`config.mk`:
```
export PLATFORM = sky130hd
export DESIGN_NAME = sld_ctrl
export DESIGN_NICKNAME = d
export VERILOG_FILES = /design/src/rtl/sld_ctrl.v
export VERILOG_INCLUDE_DIRS = /design/src /design/src/rtl
export SDC_FILE = /design/constraint.sdc
export NUM_CORES = 1
export LEC_CHECK = 0
export ABC_CLOCK_PERIOD_IN_PS = 2200
export BUFFER_PORTS_ARGS = -buffer_cell sky130_fd_sc_hd__buf_2
export CORE_ASPECT_RATIO = 1.25
export CORE_MARGIN = 1
export CORE_UTILIZATION = 25
export CTS_CLUSTER_SIZE = 20
export DETAILED_ROUTE_END_ITERATION = 8
export PLACE_DENSITY = 0.43
export SYNTH_ARGS = -nofsm -noshare
export SYNTH_HDL_FRONTEND = slang
export SYNTH_SLANG_ARGS = --single-unit
```
`constraint.sdc`:
```
create_clock -name clk_in -period 2.2 [get_ports clk_in]
set_input_delay 0 -clock clk_in [delete_from_list [all_inputs] [get_ports clk_in]]
set_output_delay 0 -clock clk_in [all_outputs]
set_load 0.01 [all_outputs]
```
`src/rtl/sld_regs.vh`:
```
// register map, field positions, reset values and timing counts for loop diagnostics
`ifndef SLD_REGS_VH
`define SLD_REGS_VH
// apb byte offsets
`define SLD_REQ_ADDR      12'h000
`define SLD_STAT_ADDR     12'h004
`define SLD_CTRL_ADDR     12'h008
`define SLD_RESULT_ADDR   12'h00C
`define SLD_IRQ_STAT_ADDR 12'h010
`define SLD_IRQ_EN_ADDR   12'h014
`define SLD_IRQ_CLR_ADDR  12'h018
// loop_diag_request fields
`define SLD_REQ_SRC_EN    0
`define SLD_REQ_SRC_PIN   1
`define SLD_REQ_SNK_EN    2
`define SLD_REQ_MON_EN    3
`define SLD_REQ_MON_PIN   4
`define SLD_REQ_PD_DIS    5
`define SLD_REQ_LEVEL     6
`define SLD_REQ_HIRES     7
`define SLD_REQ_CH_LO     8
`define SLD_REQ_CH_HI     10
`define SLD_REQ_AUTO      12
`define SLD_REQ_MODE_LO   13
`define SLD_REQ_MODE_HI   14
`define SLD_REQ_RESET     32'h0000_0000
// auto flow modes
`define SLD_MODE_LEAK     2'h0
`define SLD_MODE_RES      2'h1
`define SLD_MODE_HIRES    2'h2
// conversion request codes
`define SLD_CONV_NONE     3'h0
`define SLD_CONV_FEED     3'h1
`define SLD_CONV_RETURN   3'h2
`define SLD_CONV_DIFF     3'h3
// interrupt bits
`define SLD_IRQ_CONV      0
`define SLD_IRQ_AUTO      1
`define SLD_IRQ_BITS      2
// timing
`define SLD_ADC_BITS      10
`define SLD_SETTLE_US     100
`define SLD_CLK_MHZ       100
`define SLD_SETTLE_CYC    (`SLD_SETTLE_US * `SLD_CLK_MHZ)
`define SLD_ADC_TOUT_CYC  16'h0400
`endif

```
`src/rtl/sld_ctrl.v`:
```
// squib loop diagnostic control: switch steering, auto sequencer, converter hand-off
// Function
// - every analog result goes through one 10-bit converter, readable over bus
// - automatic flow: state machine sequences and times steps without host commands
// - leakage monitor selectable on feed pin or return pin of each channel
// - oxide check: source on chosen feed pin, feed voltage conversion accepted
// - battery-short check: source and monitor on feed, sink and pulldown off
// - ground-short check: sink and monitor on return, source and pulldown off
// - monitor connected turns off pulldown on that channel return pin
// - short flags follow comparators live, unlatched, need no conversion
// - status shows channel and pin side under leakage test
// - other return pin pulldowns stay on during ordinary leakage test
// - pulldown disable bit turns off every return pin pulldown
// - resistance step one: source on feed, sink on return of channel
// - source level select picks one of two nominal source currents
// - bypass step: source routed to return pin with sink kept on
// - each step result returned on matching conversion request code
// - high resistance: monitor on feed, sink on return, two thresholds
// - upper and lower high resistance flags report comparators live
//
// Implementation choices: the placing of the registers and the APB interface to the registers.
`timescale 1ns/1ps
`include "sld_regs.vh"
module sld_ctrl #(
  parameter SETTLE_CYC = `SLD_SETTLE_CYC    // step settle time in cycles
) (
  input  wire        clk_in,            // 100 MHz clock
  input  wire        nrst_in,           // synchronous reset, active low
  input  wire        ce_in,             // clock enable, freezes state when low
  input  wire        psel_in,           // apb select
  input  wire        penable_in,        // apb enable
  input  wire        pwrite_in,         // apb direction
  input  wire [11:0] paddr_in,          // apb byte address
  input  wire [31:0] pwdata_in,         // apb write data
  output wire        pready_out,        // apb ready
  output reg  [31:0] prdata_out,        // apb read data
  output wire        pslverr_out,       // apb error
  input  wire        batt_cmp_in,       // battery_short_comparator output, async
  input  wire        gnd_cmp_in,        // ground_short_comparator output, async
  input  wire        hires_hi_cmp_in,   // upper high resistance comparator, async
  input  wire        hires_lo_cmp_in,   // lower high resistance comparator, async
  output reg  [7:0]  src_feed_out,      // test_current_source onto loop_feed_pin
  output reg  [7:0]  src_ret_out,       // test_current_source onto loop_return_pin
  output reg         src_level_out,     // source_level_select, 1 high current
  output reg  [7:0]  snk_ret_out,       // limited_sink_switch onto loop_return_pin
  output reg  [7:0]  mon_feed_out,      // regulated_current_monitor onto feed pin
  output reg  [7:0]  mon_ret_out,       // regulated_current_monitor onto return pin
  output reg  [7:0]  pulldown_en_out,   // return pin pulldown generators
  output reg         adc_start_out,     // converter start pulse
  output reg  [2:0]  adc_sel_out,       // converter input selection
  input  wire        adc_done_in,       // converter done, same clock
  input  wire [9:0]  adc_data_in,       // converter code
  output wire        irq_out            // level interrupt
);
  // auto sequencer states, one-hot
  localparam ST_IDLE  = 4'b0001;
  localparam ST_STEP1 = 4'b0010;
  localparam ST_STEP2 = 4'b0100;
  localparam ST_DONE  = 4'b1000;

  reg  [31:0] req_r;                    // loop_diag_request
  reg  [2:0]  conv_code_r;              // diag_control_command conversion code
  reg  [9:0]  result_r;                 // last conversion code
  reg  [9:0]  result2_r;                // auto flow second step result
  reg         conv_busy_r;
  reg  [15:0] adc_tout_r;
  reg  [3:0]  state_r;
  reg  [3:0]  state_nxt;
  reg  [31:0] timer_r;
  reg  [`SLD_IRQ_BITS-1:0] irq_stat_r;
  reg  [`SLD_IRQ_BITS-1:0] irq_en_r;
  reg  [3:0]  sync1_r;
  reg  [3:0]  sync2_r;
  reg  [3:0]  sync3_r;
  reg  [3:0]  cmp_r;                    // filtered comparators
  wire        wr_en;
  wire        rd_en;
  wire        addr_ok;
  wire [2:0]  ch;
  wire        auto_on;
  wire [1:0]  mode;
  reg         ev_conv;
  wire        ev_auto;
  reg         auto_conv_req;
  reg  [2:0]  auto_conv_code;
  reg         step_src_feed;
  reg         step_src_ret;
  reg         step_snk;
  reg         step_mon;
  reg         step_mon_ret;

  // one-hot channel decode, used for every switch group
  function [7:0] sld_onehot;
    input [2:0] c;
    begin
      sld_onehot = 8'h01 << c;
    end
  endfunction

  assign ch      = req_r[`SLD_REQ_CH_HI:`SLD_REQ_CH_LO];
  assign auto_on = req_r[`SLD_REQ_AUTO];
  assign mode    = req_r[`SLD_REQ_MODE_HI:`SLD_REQ_MODE_LO];

  // apb slave: zero wait states, error on unmapped address
  assign pready_out = 1'b1;
  assign addr_ok = (paddr_in == `SLD_REQ_ADDR) || (paddr_in == `SLD_STAT_ADDR) ||
                   (paddr_in == `SLD_CTRL_ADDR) || (paddr_in == `SLD_RESULT_ADDR) ||
                   (paddr_in == `SLD_IRQ_STAT_ADDR) || (paddr_in == `SLD_IRQ_EN_ADDR) ||
                   (paddr_in == `SLD_IRQ_CLR_ADDR);
  assign pslverr_out = psel_in & penable_in & ~addr_ok;
  assign wr_en = psel_in & penable_in & pwrite_in & addr_ok & ce_in;
  assign rd_en = psel_in & penable_in & ~pwrite_in & addr_ok;

  // comparator synchroniser: accept change once stages two and three agree
  always @(posedge clk_in) begin
    if (!nrst_in) begin
      sync1_r <= 4'h0;
      sync2_r <= 4'h0;
      sync3_r <= 4'h0;
      cmp_r   <= 4'h0;
    end else if (ce_in) begin
      sync1_r <= {hires_lo_cmp_in, hires_hi_cmp_in, gnd_cmp_in, batt_cmp_in};
      sync2_r <= sync1_r;
      sync3_r <= sync2_r;
      cmp_r   <= (sync2_r & sync3_r) | (cmp_r & (sync2_r | sync3_r));
    end
  end

  // request and control registers, software writes
  always @(posedge clk_in) begin
    if (!nrst_in) begin
      req_r    <= `SLD_REQ_RESET;
      irq_en_r <= {`SLD_IRQ_BITS{1'b0}};
    end else if (ce_in) begin
      if (wr_en && paddr_in == `SLD_REQ_ADDR)
        req_r <= pwdata_in;
      else if (state_r == ST_DONE)
        req_r[`SLD_REQ_AUTO] <= 1'b0;          // auto run ends by itself
      if (wr_en && paddr_in == `SLD_IRQ_EN_ADDR)
        irq_en_r <= pwdata_in[`SLD_IRQ_BITS-1:0];
    end
  end

  // auto sequencer next state, steps timed internally
  always @* begin
    state_nxt = state_r;
    case (state_r)
      ST_IDLE:  if (auto_on) state_nxt = ST_STEP1;
      ST_STEP1: if (!auto_on) state_nxt = ST_IDLE;
                else if (ev_conv) state_nxt = (mode == `SLD_MODE_RES) ? ST_STEP2 : ST_DONE;
      ST_STEP2: if (!auto_on) state_nxt = ST_IDLE;
                else if (ev_conv) state_nxt = ST_DONE;
      ST_DONE:  state_nxt = ST_IDLE;
      default:  state_nxt = ST_IDLE;
    endcase
  end

  // auto step switch settings and conversion selection
  always @* begin
    step_src_feed  = 1'b0;
    step_src_ret   = 1'b0;
    step_snk       = 1'b0;
    step_mon       = 1'b0;
    step_mon_ret   = 1'b0;
    auto_conv_code = `SLD_CONV_NONE;
    case (mode)
      `SLD_MODE_RES: begin
        step_snk       = 1'b1;
        step_src_feed  = (state_r == ST_STEP1);
        step_src_ret   = (state_r == ST_STEP2);
        auto_conv_code = `SLD_CONV_DIFF;
      end
      `SLD_MODE_HIRES: begin
        step_mon       = 1'b1;
        step_snk       = 1'b1;
        auto_conv_code = `SLD_CONV_FEED;
      end
      default: begin
        step_mon       = 1'b1;
        step_mon_ret   = req_r[`SLD_REQ_MON_PIN];
        auto_conv_code = step_mon_ret ? `SLD_CONV_RETURN : `SLD_CONV_FEED;
      end
    endcase
    auto_conv_req = ((state_r == ST_STEP1) || (state_r == ST_STEP2)) &&
                    (timer_r == SETTLE_CYC - 1) && !conv_busy_r && !ev_conv;
  end

  // sequencer state and settle timer
  always @(posedge clk_in) begin
    if (!nrst_in) begin
      state_r <= ST_IDLE;
      timer_r <= 32'h0000_0000;
    end else if (ce_in) begin
      state_r <= state_nxt;
      if (state_nxt != state_r)
        timer_r <= 32'h0000_0000;
      else if (timer_r != SETTLE_CYC - 1)
        timer_r <= timer_r + 32'h0000_0001;
    end
  end

  // switch outputs: manual fields, or auto step when running
  always @(posedge clk_in) begin
    if (!nrst_in) begin
      src_feed_out    <= 8'h00;
      src_ret_out     <= 8'h00;
      src_level_out   <= 1'b0;
      snk_ret_out     <= 8'h00;
      mon_feed_out    <= 8'h00;
      mon_ret_out     <= 8'h00;
      pulldown_en_out <= 8'hFF;
    end else if (ce_in) begin
      src_level_out <= req_r[`SLD_REQ_LEVEL];
      if (auto_on && state_r != ST_IDLE) begin
        src_feed_out <= step_src_feed ? sld_onehot(ch) : 8'h00;
        src_ret_out  <= step_src_ret ? sld_onehot(ch) : 8'h00;
        snk_ret_out  <= step_snk ? sld_onehot(ch) : 8'h00;
        mon_feed_out <= (step_mon && !step_mon_ret) ? sld_onehot(ch) : 8'h00;
        mon_ret_out  <= (step_mon && step_mon_ret) ? sld_onehot(ch) : 8'h00;
        pulldown_en_out <= req_r[`SLD_REQ_PD_DIS] ? 8'h00 :
                           (step_mon ? ~sld_onehot(ch) : 8'hFF);
      end else begin
        // source on feed (oxide, step one, battery check) or on return (bypass)
        src_feed_out <= (req_r[`SLD_REQ_SRC_EN] && !req_r[`SLD_REQ_SRC_PIN]) ?
                        sld_onehot(ch) : 8'h00;
        src_ret_out  <= (req_r[`SLD_REQ_SRC_EN] && req_r[`SLD_REQ_SRC_PIN]) ?
                        sld_onehot(ch) : 8'h00;
        snk_ret_out  <= req_r[`SLD_REQ_SNK_EN] ? sld_onehot(ch) : 8'h00;
        mon_feed_out <= (req_r[`SLD_REQ_MON_EN] && !req_r[`SLD_REQ_MON_PIN]) ?
                        sld_onehot(ch) : 8'h00;
        mon_ret_out  <= (req_r[`SLD_REQ_MON_EN] && req_r[`SLD_REQ_MON_PIN]) ?
                        sld_onehot(ch) : 8'h00;
        // monitor drops own pulldown, others stay on unless all disabled
        if (req_r[`SLD_REQ_PD_DIS])
          pulldown_en_out <= 8'h00;
        else if (req_r[`SLD_REQ_MON_EN])
          pulldown_en_out <= ~sld_onehot(ch);
        else
          pulldown_en_out <= 8'hFF;
      end
    end
  end

  // single converter, requested by code write or by sequencer
  always @(posedge clk_in) begin
    if (!nrst_in) begin
      conv_code_r   <= `SLD_CONV_NONE;
      conv_busy_r   <= 1'b0;
      adc_start_out <= 1'b0;
      adc_sel_out   <= `SLD_CONV_NONE;
      adc_tout_r    <= 16'h0000;
      result_r      <= 10'h000;
      result2_r     <= 10'h000;
      ev_conv       <= 1'b0;
    end else if (ce_in) begin
      adc_start_out <= 1'b0;
      ev_conv       <= 1'b0;
      if (!conv_busy_r) begin
        // a new code starts a conversion; busy converter ignores new codes
        if (wr_en && paddr_in == `SLD_CTRL_ADDR &&
            pwdata_in[2:0] != `SLD_CONV_NONE) begin
          conv_code_r   <= pwdata_in[2:0];
          adc_sel_out   <= pwdata_in[2:0];
          adc_start_out <= 1'b1;
          conv_busy_r   <= 1'b1;
          adc_tout_r    <= 16'h0000;
        end else if (auto_conv_req) begin
          conv_code_r   <= auto_conv_code;
          adc_sel_out   <= auto_conv_code;
          adc_start_out <= 1'b1;
          conv_busy_r   <= 1'b1;
          adc_tout_r    <= 16'h0000;
        end
      end else if (adc_done_in || adc_tout_r == `SLD_ADC_TOUT_CYC) begin
        // timeout guards against a converter that never answers
        conv_busy_r <= 1'b0;
        ev_conv     <= 1'b1;
        if (state_r == ST_STEP2)
          result2_r <= adc_data_in;
        else
          result_r  <= adc_data_in;
      end else begin
        adc_tout_r <= adc_tout_r + 16'h0001;
      end
    end
  end

  // sticky interrupt flags; a new event beats a clear in the same cycle
  always @(posedge clk_in) begin
    if (!nrst_in) begin
      irq_stat_r <= {`SLD_IRQ_BITS{1'b0}};
    end else if (ce_in) begin
      irq_stat_r <= (irq_stat_r & ~((wr_en && paddr_in == `SLD_IRQ_CLR_ADDR) ?
                     pwdata_in[`SLD_IRQ_BITS-1:0] : {`SLD_IRQ_BITS{1'b0}})) |
                    {ev_auto, ev_conv};
    end
  end
  assign ev_auto = (state_r == ST_DONE);
  assign irq_out = |(irq_stat_r & irq_en_r);

  // read mux; status flags are live comparator images, never latched
  always @* begin
    prdata_out = 32'h0000_0000;
    if (rd_en) begin
      case (paddr_in)
        `SLD_REQ_ADDR:      prdata_out = req_r;
        `SLD_STAT_ADDR:     prdata_out = {18'h0_0000, state_r, conv_busy_r,
                                          req_r[`SLD_REQ_MON_PIN], ch,
                                          req_r[`SLD_REQ_MON_EN],
                                          cmp_r[3], cmp_r[2],
                                          cmp_r[1], cmp_r[0]};
        `SLD_CTRL_ADDR:     prdata_out = {29'h0000_0000, conv_code_r};
        `SLD_RESULT_ADDR:   prdata_out = {6'h00, result2_r, 6'h00, result_r};
        `SLD_IRQ_STAT_ADDR: prdata_out = {30'h0000_0000, irq_stat_r};
        `SLD_IRQ_EN_ADDR:   prdata_out = {30'h0000_0000, irq_en_r};
        default:            prdata_out = 32'h0000_0000;
      endcase
    end
  end
endmodule // sld_ctrl

```
* Yosys cells after proc, flatten, opt, wreduce, memory -nomap -nowiden *
Index checks and enable logic that the tools add are counted.
Widths: inputs -> output; s select.

storage, ports and cells
  register bits after elaboration = 179
  input bits = 65
  output and inout port bits = 88
  logic and storage cells = 163

operators by class
  $add $sub $neg = 2
  eq/ne operators = 18
  shift-type cells = 1
  multiplexer cells = 54
  bitwise gates (word level) = 20
  reductions and logical operators = 44

operators by type and width
  operator               number
  $pmux 32 s6            1
  $mux 8                 20
  $mux 32                3
  $mux 16                4
  $eq 12x5->1 const B    3
  $add 32x1->32 const B  1
  $eq 32x14->1 const B   1
  $ne 32x14->1 const B   1
  $eq 12x4->1 const B    2
  $mux 4                 6
  $add 16x1->16 const B  1
  $eq 16x11->1 const B   1
  $logic_and 1x1->1      15
  $mux 1                 14
  $eq 12x3->1 const B    1
  $logic_not 12->1       1
  $pmux 4 s3             1
  $and 4x4->4            2
  $logic_or 1x1->1       8
  $not 8->8              1
  $or 4x4->4             2
  $reduce_and 2->1       4
  $reduce_and 4->1       2
  $shl 1x3->8 const A    1
  22 further kinds       43

* Depth between registers and ports, before layout *
  word-level depth = 14
  gate-level depth with buffers = 9
  gate-level depth less buffers = 7

* Worst setup path before layout *
No wires, ideal clock.

  path kind = register to register
  from = register timer_r[19]
  to = register adc_tout_r[15]
  setup time = 0.122 ns
  arrival time = 2.252 ns
  data required time = 2.078 ns
  path slack = -0.174 ns
  cell stages (with the launch flop) = 6
  buffers on the path = 0
  clock period less this slack = 2.374 ns
  path through = dfxtp_1 or4_1 or4_4 nor4_4 nor3_2 o311a_1

between the ends
  longest elaborated chain between the ends = 6

ends and longest elaborated chain
  item                                RTL line        source
  start: declaration                  sld_ctrl.v:69   reg [31:0] timer_r;
  start signal: assignment            sld_ctrl.v:198  timer_r <= timer_r + 32'h0000_0001;
  $eq 32x14->1                        sld_ctrl.v:185  (timer_r == SETTLE_CYC - 1) && !conv_busy_r && !ev_conv;
  $logic_and 1x1->1                   sld_ctrl.v:184  auto_conv_req = ((state_r == ST_STEP1) || (state_r == ST_STEP2)) &&
  $logic_and 1x1->1 (2 in a row)      sld_ctrl.v:185
  $reduce_bool 3->1 (no source line)  -
  $reduce_and 3->1 (no source line)   -
  end signal: assignment              sld_ctrl.v:283  adc_tout_r <= adc_tout_r + 16'h0001;
  end: declaration                    sld_ctrl.v:66   reg [15:0] adc_tout_r;

Every way passes these cells.
A chain may end at the register's enable or synchronous reset.

* Final worst setup path *
Same ends and word-level chain as after synthesis.

==> results.toml <==
[status]
outcome = "finished with violations"
violations = "negative setup slack"

[synthesis]
synth_area_per_cell_sq_um = 8.59
syn_area_sq_um = 8520
synth_nets = 1060
synth_flop_cell = "dfxtp_1"
post-synth-top-area-cell = "dfxtp_1"
synthCells = 991
async_flop_share_pct = 0
yosys-top-cells-count = "dfxtp_1 (179), nand2_1 (122), nor2_1 (72)"
synth_top_family_by_area = "simple AND/OR/NAND/NOR gates"
synthSimpleGateAreaFrac_pct = 27.8
synth_xor_area_share_pct = 2.26
synth_fa_ha_area_share_pct = 0.588
yosysTopAreaCellShare_pct = 42.1
synth.distinct_cells = 72
synth-seq-area-share_pct = 42.1
synth_warnings = 0
yosysMostFrequentCell = "dfxtp_1"
ys_ff_latch = 179
synth_compound_area_share_pct = 17.7
yosys-top-cells-area = "dfxtp_1 (42%), nand2_1 (5.4%), mux2i_1 (4.8%)"
synth-edff-count = 0
muxShareOfSynthArea_pct = 5.88

[detailed_routing]
avgRoutedWirePerCell_um = 16.7
drtIter0Drc = 386
via_count = 8033
dr.pass1.iters = 5
drt-vias-per-instance = 4.82
drc = 0
wl_um = 27700
antenna_left = 0

[die]
dieHeight_um = 208
core_area_sq_um = 33600
std_cell_rows = 75
die_w_um = 167
initial_core_util_pct = 25.4
dieArea_sq_um = 34800
io_pins = 153

[timing]
maxSlewViolCount = 0
whs_ns = 0.0596
finalCriticalPeriod_ns = 2.21
setup_viol = 1
tns_ns = -0.0109
fin_skew_ns = 0.0121
hold_violations = 0
period_share_pct = 100
timing.final.ws_setup_ns = -0.0109
worst_slew_pin_slew_ns = 0.659
rsz0062_at_grt = "yes"
fmax_mhz = 452
relSlewSlack_pct = 56.0

[global_route]
grt_pass1_wl_um = 43700
track_usage_pct = 16.0
overflow = 0
grt_max_degree = 74
use_met1_pct = 19.4
grt_busiest_layer = "met2"
grt_antenna_before_repair = 0
use_met3_pct = 3.35
grtUsageMet2_pct = 28.0
first_global_vias = 7914

[power_and_ir_drop]
p_per_area_nw_per_um2 = 591
intPower_mw = 5.16
power_frac_clock_pct = 46.1
swShare_pct = 23.8
pwr-share-comb_pct = 5.6
p_leak_nw = 4.33
power.share.sequential_pct = 48.3
vdd_drop_max_uv = 523
switching_power_mw = 1.61

[worst_hold_path]
min_path_type = "primary input to register"
min-delay-start = "paddr_in[4]"

[placement]
place_inst = 1586
io_buffers = 151
post-place-ws_ns = -0.0791
gp_congestion = 0.774
dp_hpwl_um = 20100

[clocking]
ctsHtreeMaxLevel = 4
cts_sinks = 179
clk_path_buf_depth = 2
clock_tree.root_cell = "clkbuf_16"
clk_latency_ns = 0.46
clk_pin_slew_worst_paths_ns = 0.07
cts_buffers = 17
cts_tree = "built"

[setup_path]
path_class = "register to register"
crit_fanout = 10
critical_path_arrival_ns = 2.55
r2r-start = "timer_r[19]$_SDFFE_PN0P_"
r2r_setup_slack_ns = -0.01
start_kind = "register"
critPathLaunch = "timer_r[19]$_SDFFE_PN0P_"
end_kind = "register"
required_ns = 2.54

[cells_and_area]
nNetsFinal = 1299
instances_no_fill = 1665
nFillCells = 3557
diodes = 0
drive_above_1_share_pct = 25.7
synthToLayoutAreaGrowth_pct = 34.6

[flow_run]
max-cap-violations = 0
-- registers in the layout, summed over array words and instances, names as in the netlist --
name             count
cmp_r                4
snk_ret_out          8
conv_busy_r          1
adc_tout_r          16
adc_start_out        1
src_ret_out          8
req_r               32
src_level_out        1
result_r            10
mon_feed_out         8
timer_r             32
ev_conv              1
sync3_r              4
pulldown_en_out      8
state_r              4
mon_ret_out          8
irq_stat_r           2
conv_code_r          3
result2_r           10
sync1_r              4
sync2_r              4
irq_en_r             2
src_feed_out         8
-- cells by family (layout without fill, tap and decap cells) --
group                    after synthesis  in the layout
other                                  1              1
multiplexers                          48             48
flip-flops                           179            179
AND/OR/NAND/NOR                      448            448
XOR/XNOR                              22             22
adder cells (fa/ha/maj)                4              4
buffers and inverters                 81            332
AO/OA/AOI/OAI                        208            208
-- worst max-delay path, stage by stage (launching register included) --
cell	delay [ns]
dfxtp_1	0.31
or4_4	0.53
or4_4	0.57
nor4_4	0.15
buf_4	0.18
nor3_4	0.08
o311a_1	0.29
-- metal layers --
| metal | wire [um] | vias up |
|---|---|---|
| met2 | 13800 | 149 |
| met3 | 944 | 30 |
| met5 | 0 | - |
| met4 | 489 | 0 |
| li1 | - | 4034 |
| met1 | 12500 | 3820 |
-- power groups by stage --
stage               registers, mW  clock network (mW)  logic (mW)
finish                       3.27                3.13       0.379
floorplan                    3.34                   0       0.157
global placement             3.35                   0       0.315
global route                 3.27                3.36       0.412
detailed placement           3.35                   0       0.315
CTS                          3.27                3.24       0.383
-- cells in the final DEF (no fill, tap or decap), drive strengths merged, types with 6 or more instances in the layout --
master,synthesis,routed
a21boi,49,49
a21oi,17,17
a22o,11,11
a22oi,27,27
and2,22,22
and3,16,16
and4,6,6
buf,9,241
clkbuf,60,19
dfxtp,179,179
dlygate4sd3,0,48
inv,12,17
mux2,6,6
mux2i,41,41
nand2,122,122
nand2b,6,6
nand3,31,31
nand4,19,19
nor2,72,72
nor2b,56,56
nor3,29,29
nor4,16,16
nor4b,9,9
o21ai,42,42
o2bb2ai,16,16
or3,16,16
or4,9,9
xnor2,16,16
xor2,6,6
-- layout make-up --
type	instances	area [sq um]	area share, %
multi-input combinational	731	4720	41.2
sequential	179	3590	31.3
timing repair buffer	289	1990	17.4
tap	423	529	4.62
clock buffer	19	443	3.86
clock inverter	12	146	1.28
inverter	12	45.0	0.393
-- final timing paths --
kind | end | depth (start not counted)
worst max register to register | adc_tout_r[15]$_SDFFE_PN0P_ | 6
worst min register to register | mon_feed_out[2]$_SDFFE_PN0P_ | 2
worst min-delay path | conv_code_r[0]$_SDFFE_PN0P_ | 4
worst max-delay path | adc_tout_r[15]$_SDFFE_PN0P_ | 6
-- stage by stage --
stage / utilization (%) / area [sq um] / total power, mW
final: 34.1 / 11500 / 6.78
after floorplan: - / 8530 / 3.50
after CTS: 34.0 / 11400 / 6.90
after global placement: 30.7 / 10300 / 3.66
after global routing: 34.1 / 11500 / 7.05
after detailed placement: 30.7 / 10300 / 3.66
-- timing repair --
item / in CTS / in global routing
pin swaps: 1 / 1
gates resized for setup: 5 / 9
endpoints found under the hold margin: 76 / 0
endpoints found under the setup margin: 19 / 32
buffers inserted: 0 / 0
hold buffers: 48 / 0
Power figures use the tool's default switching activity.
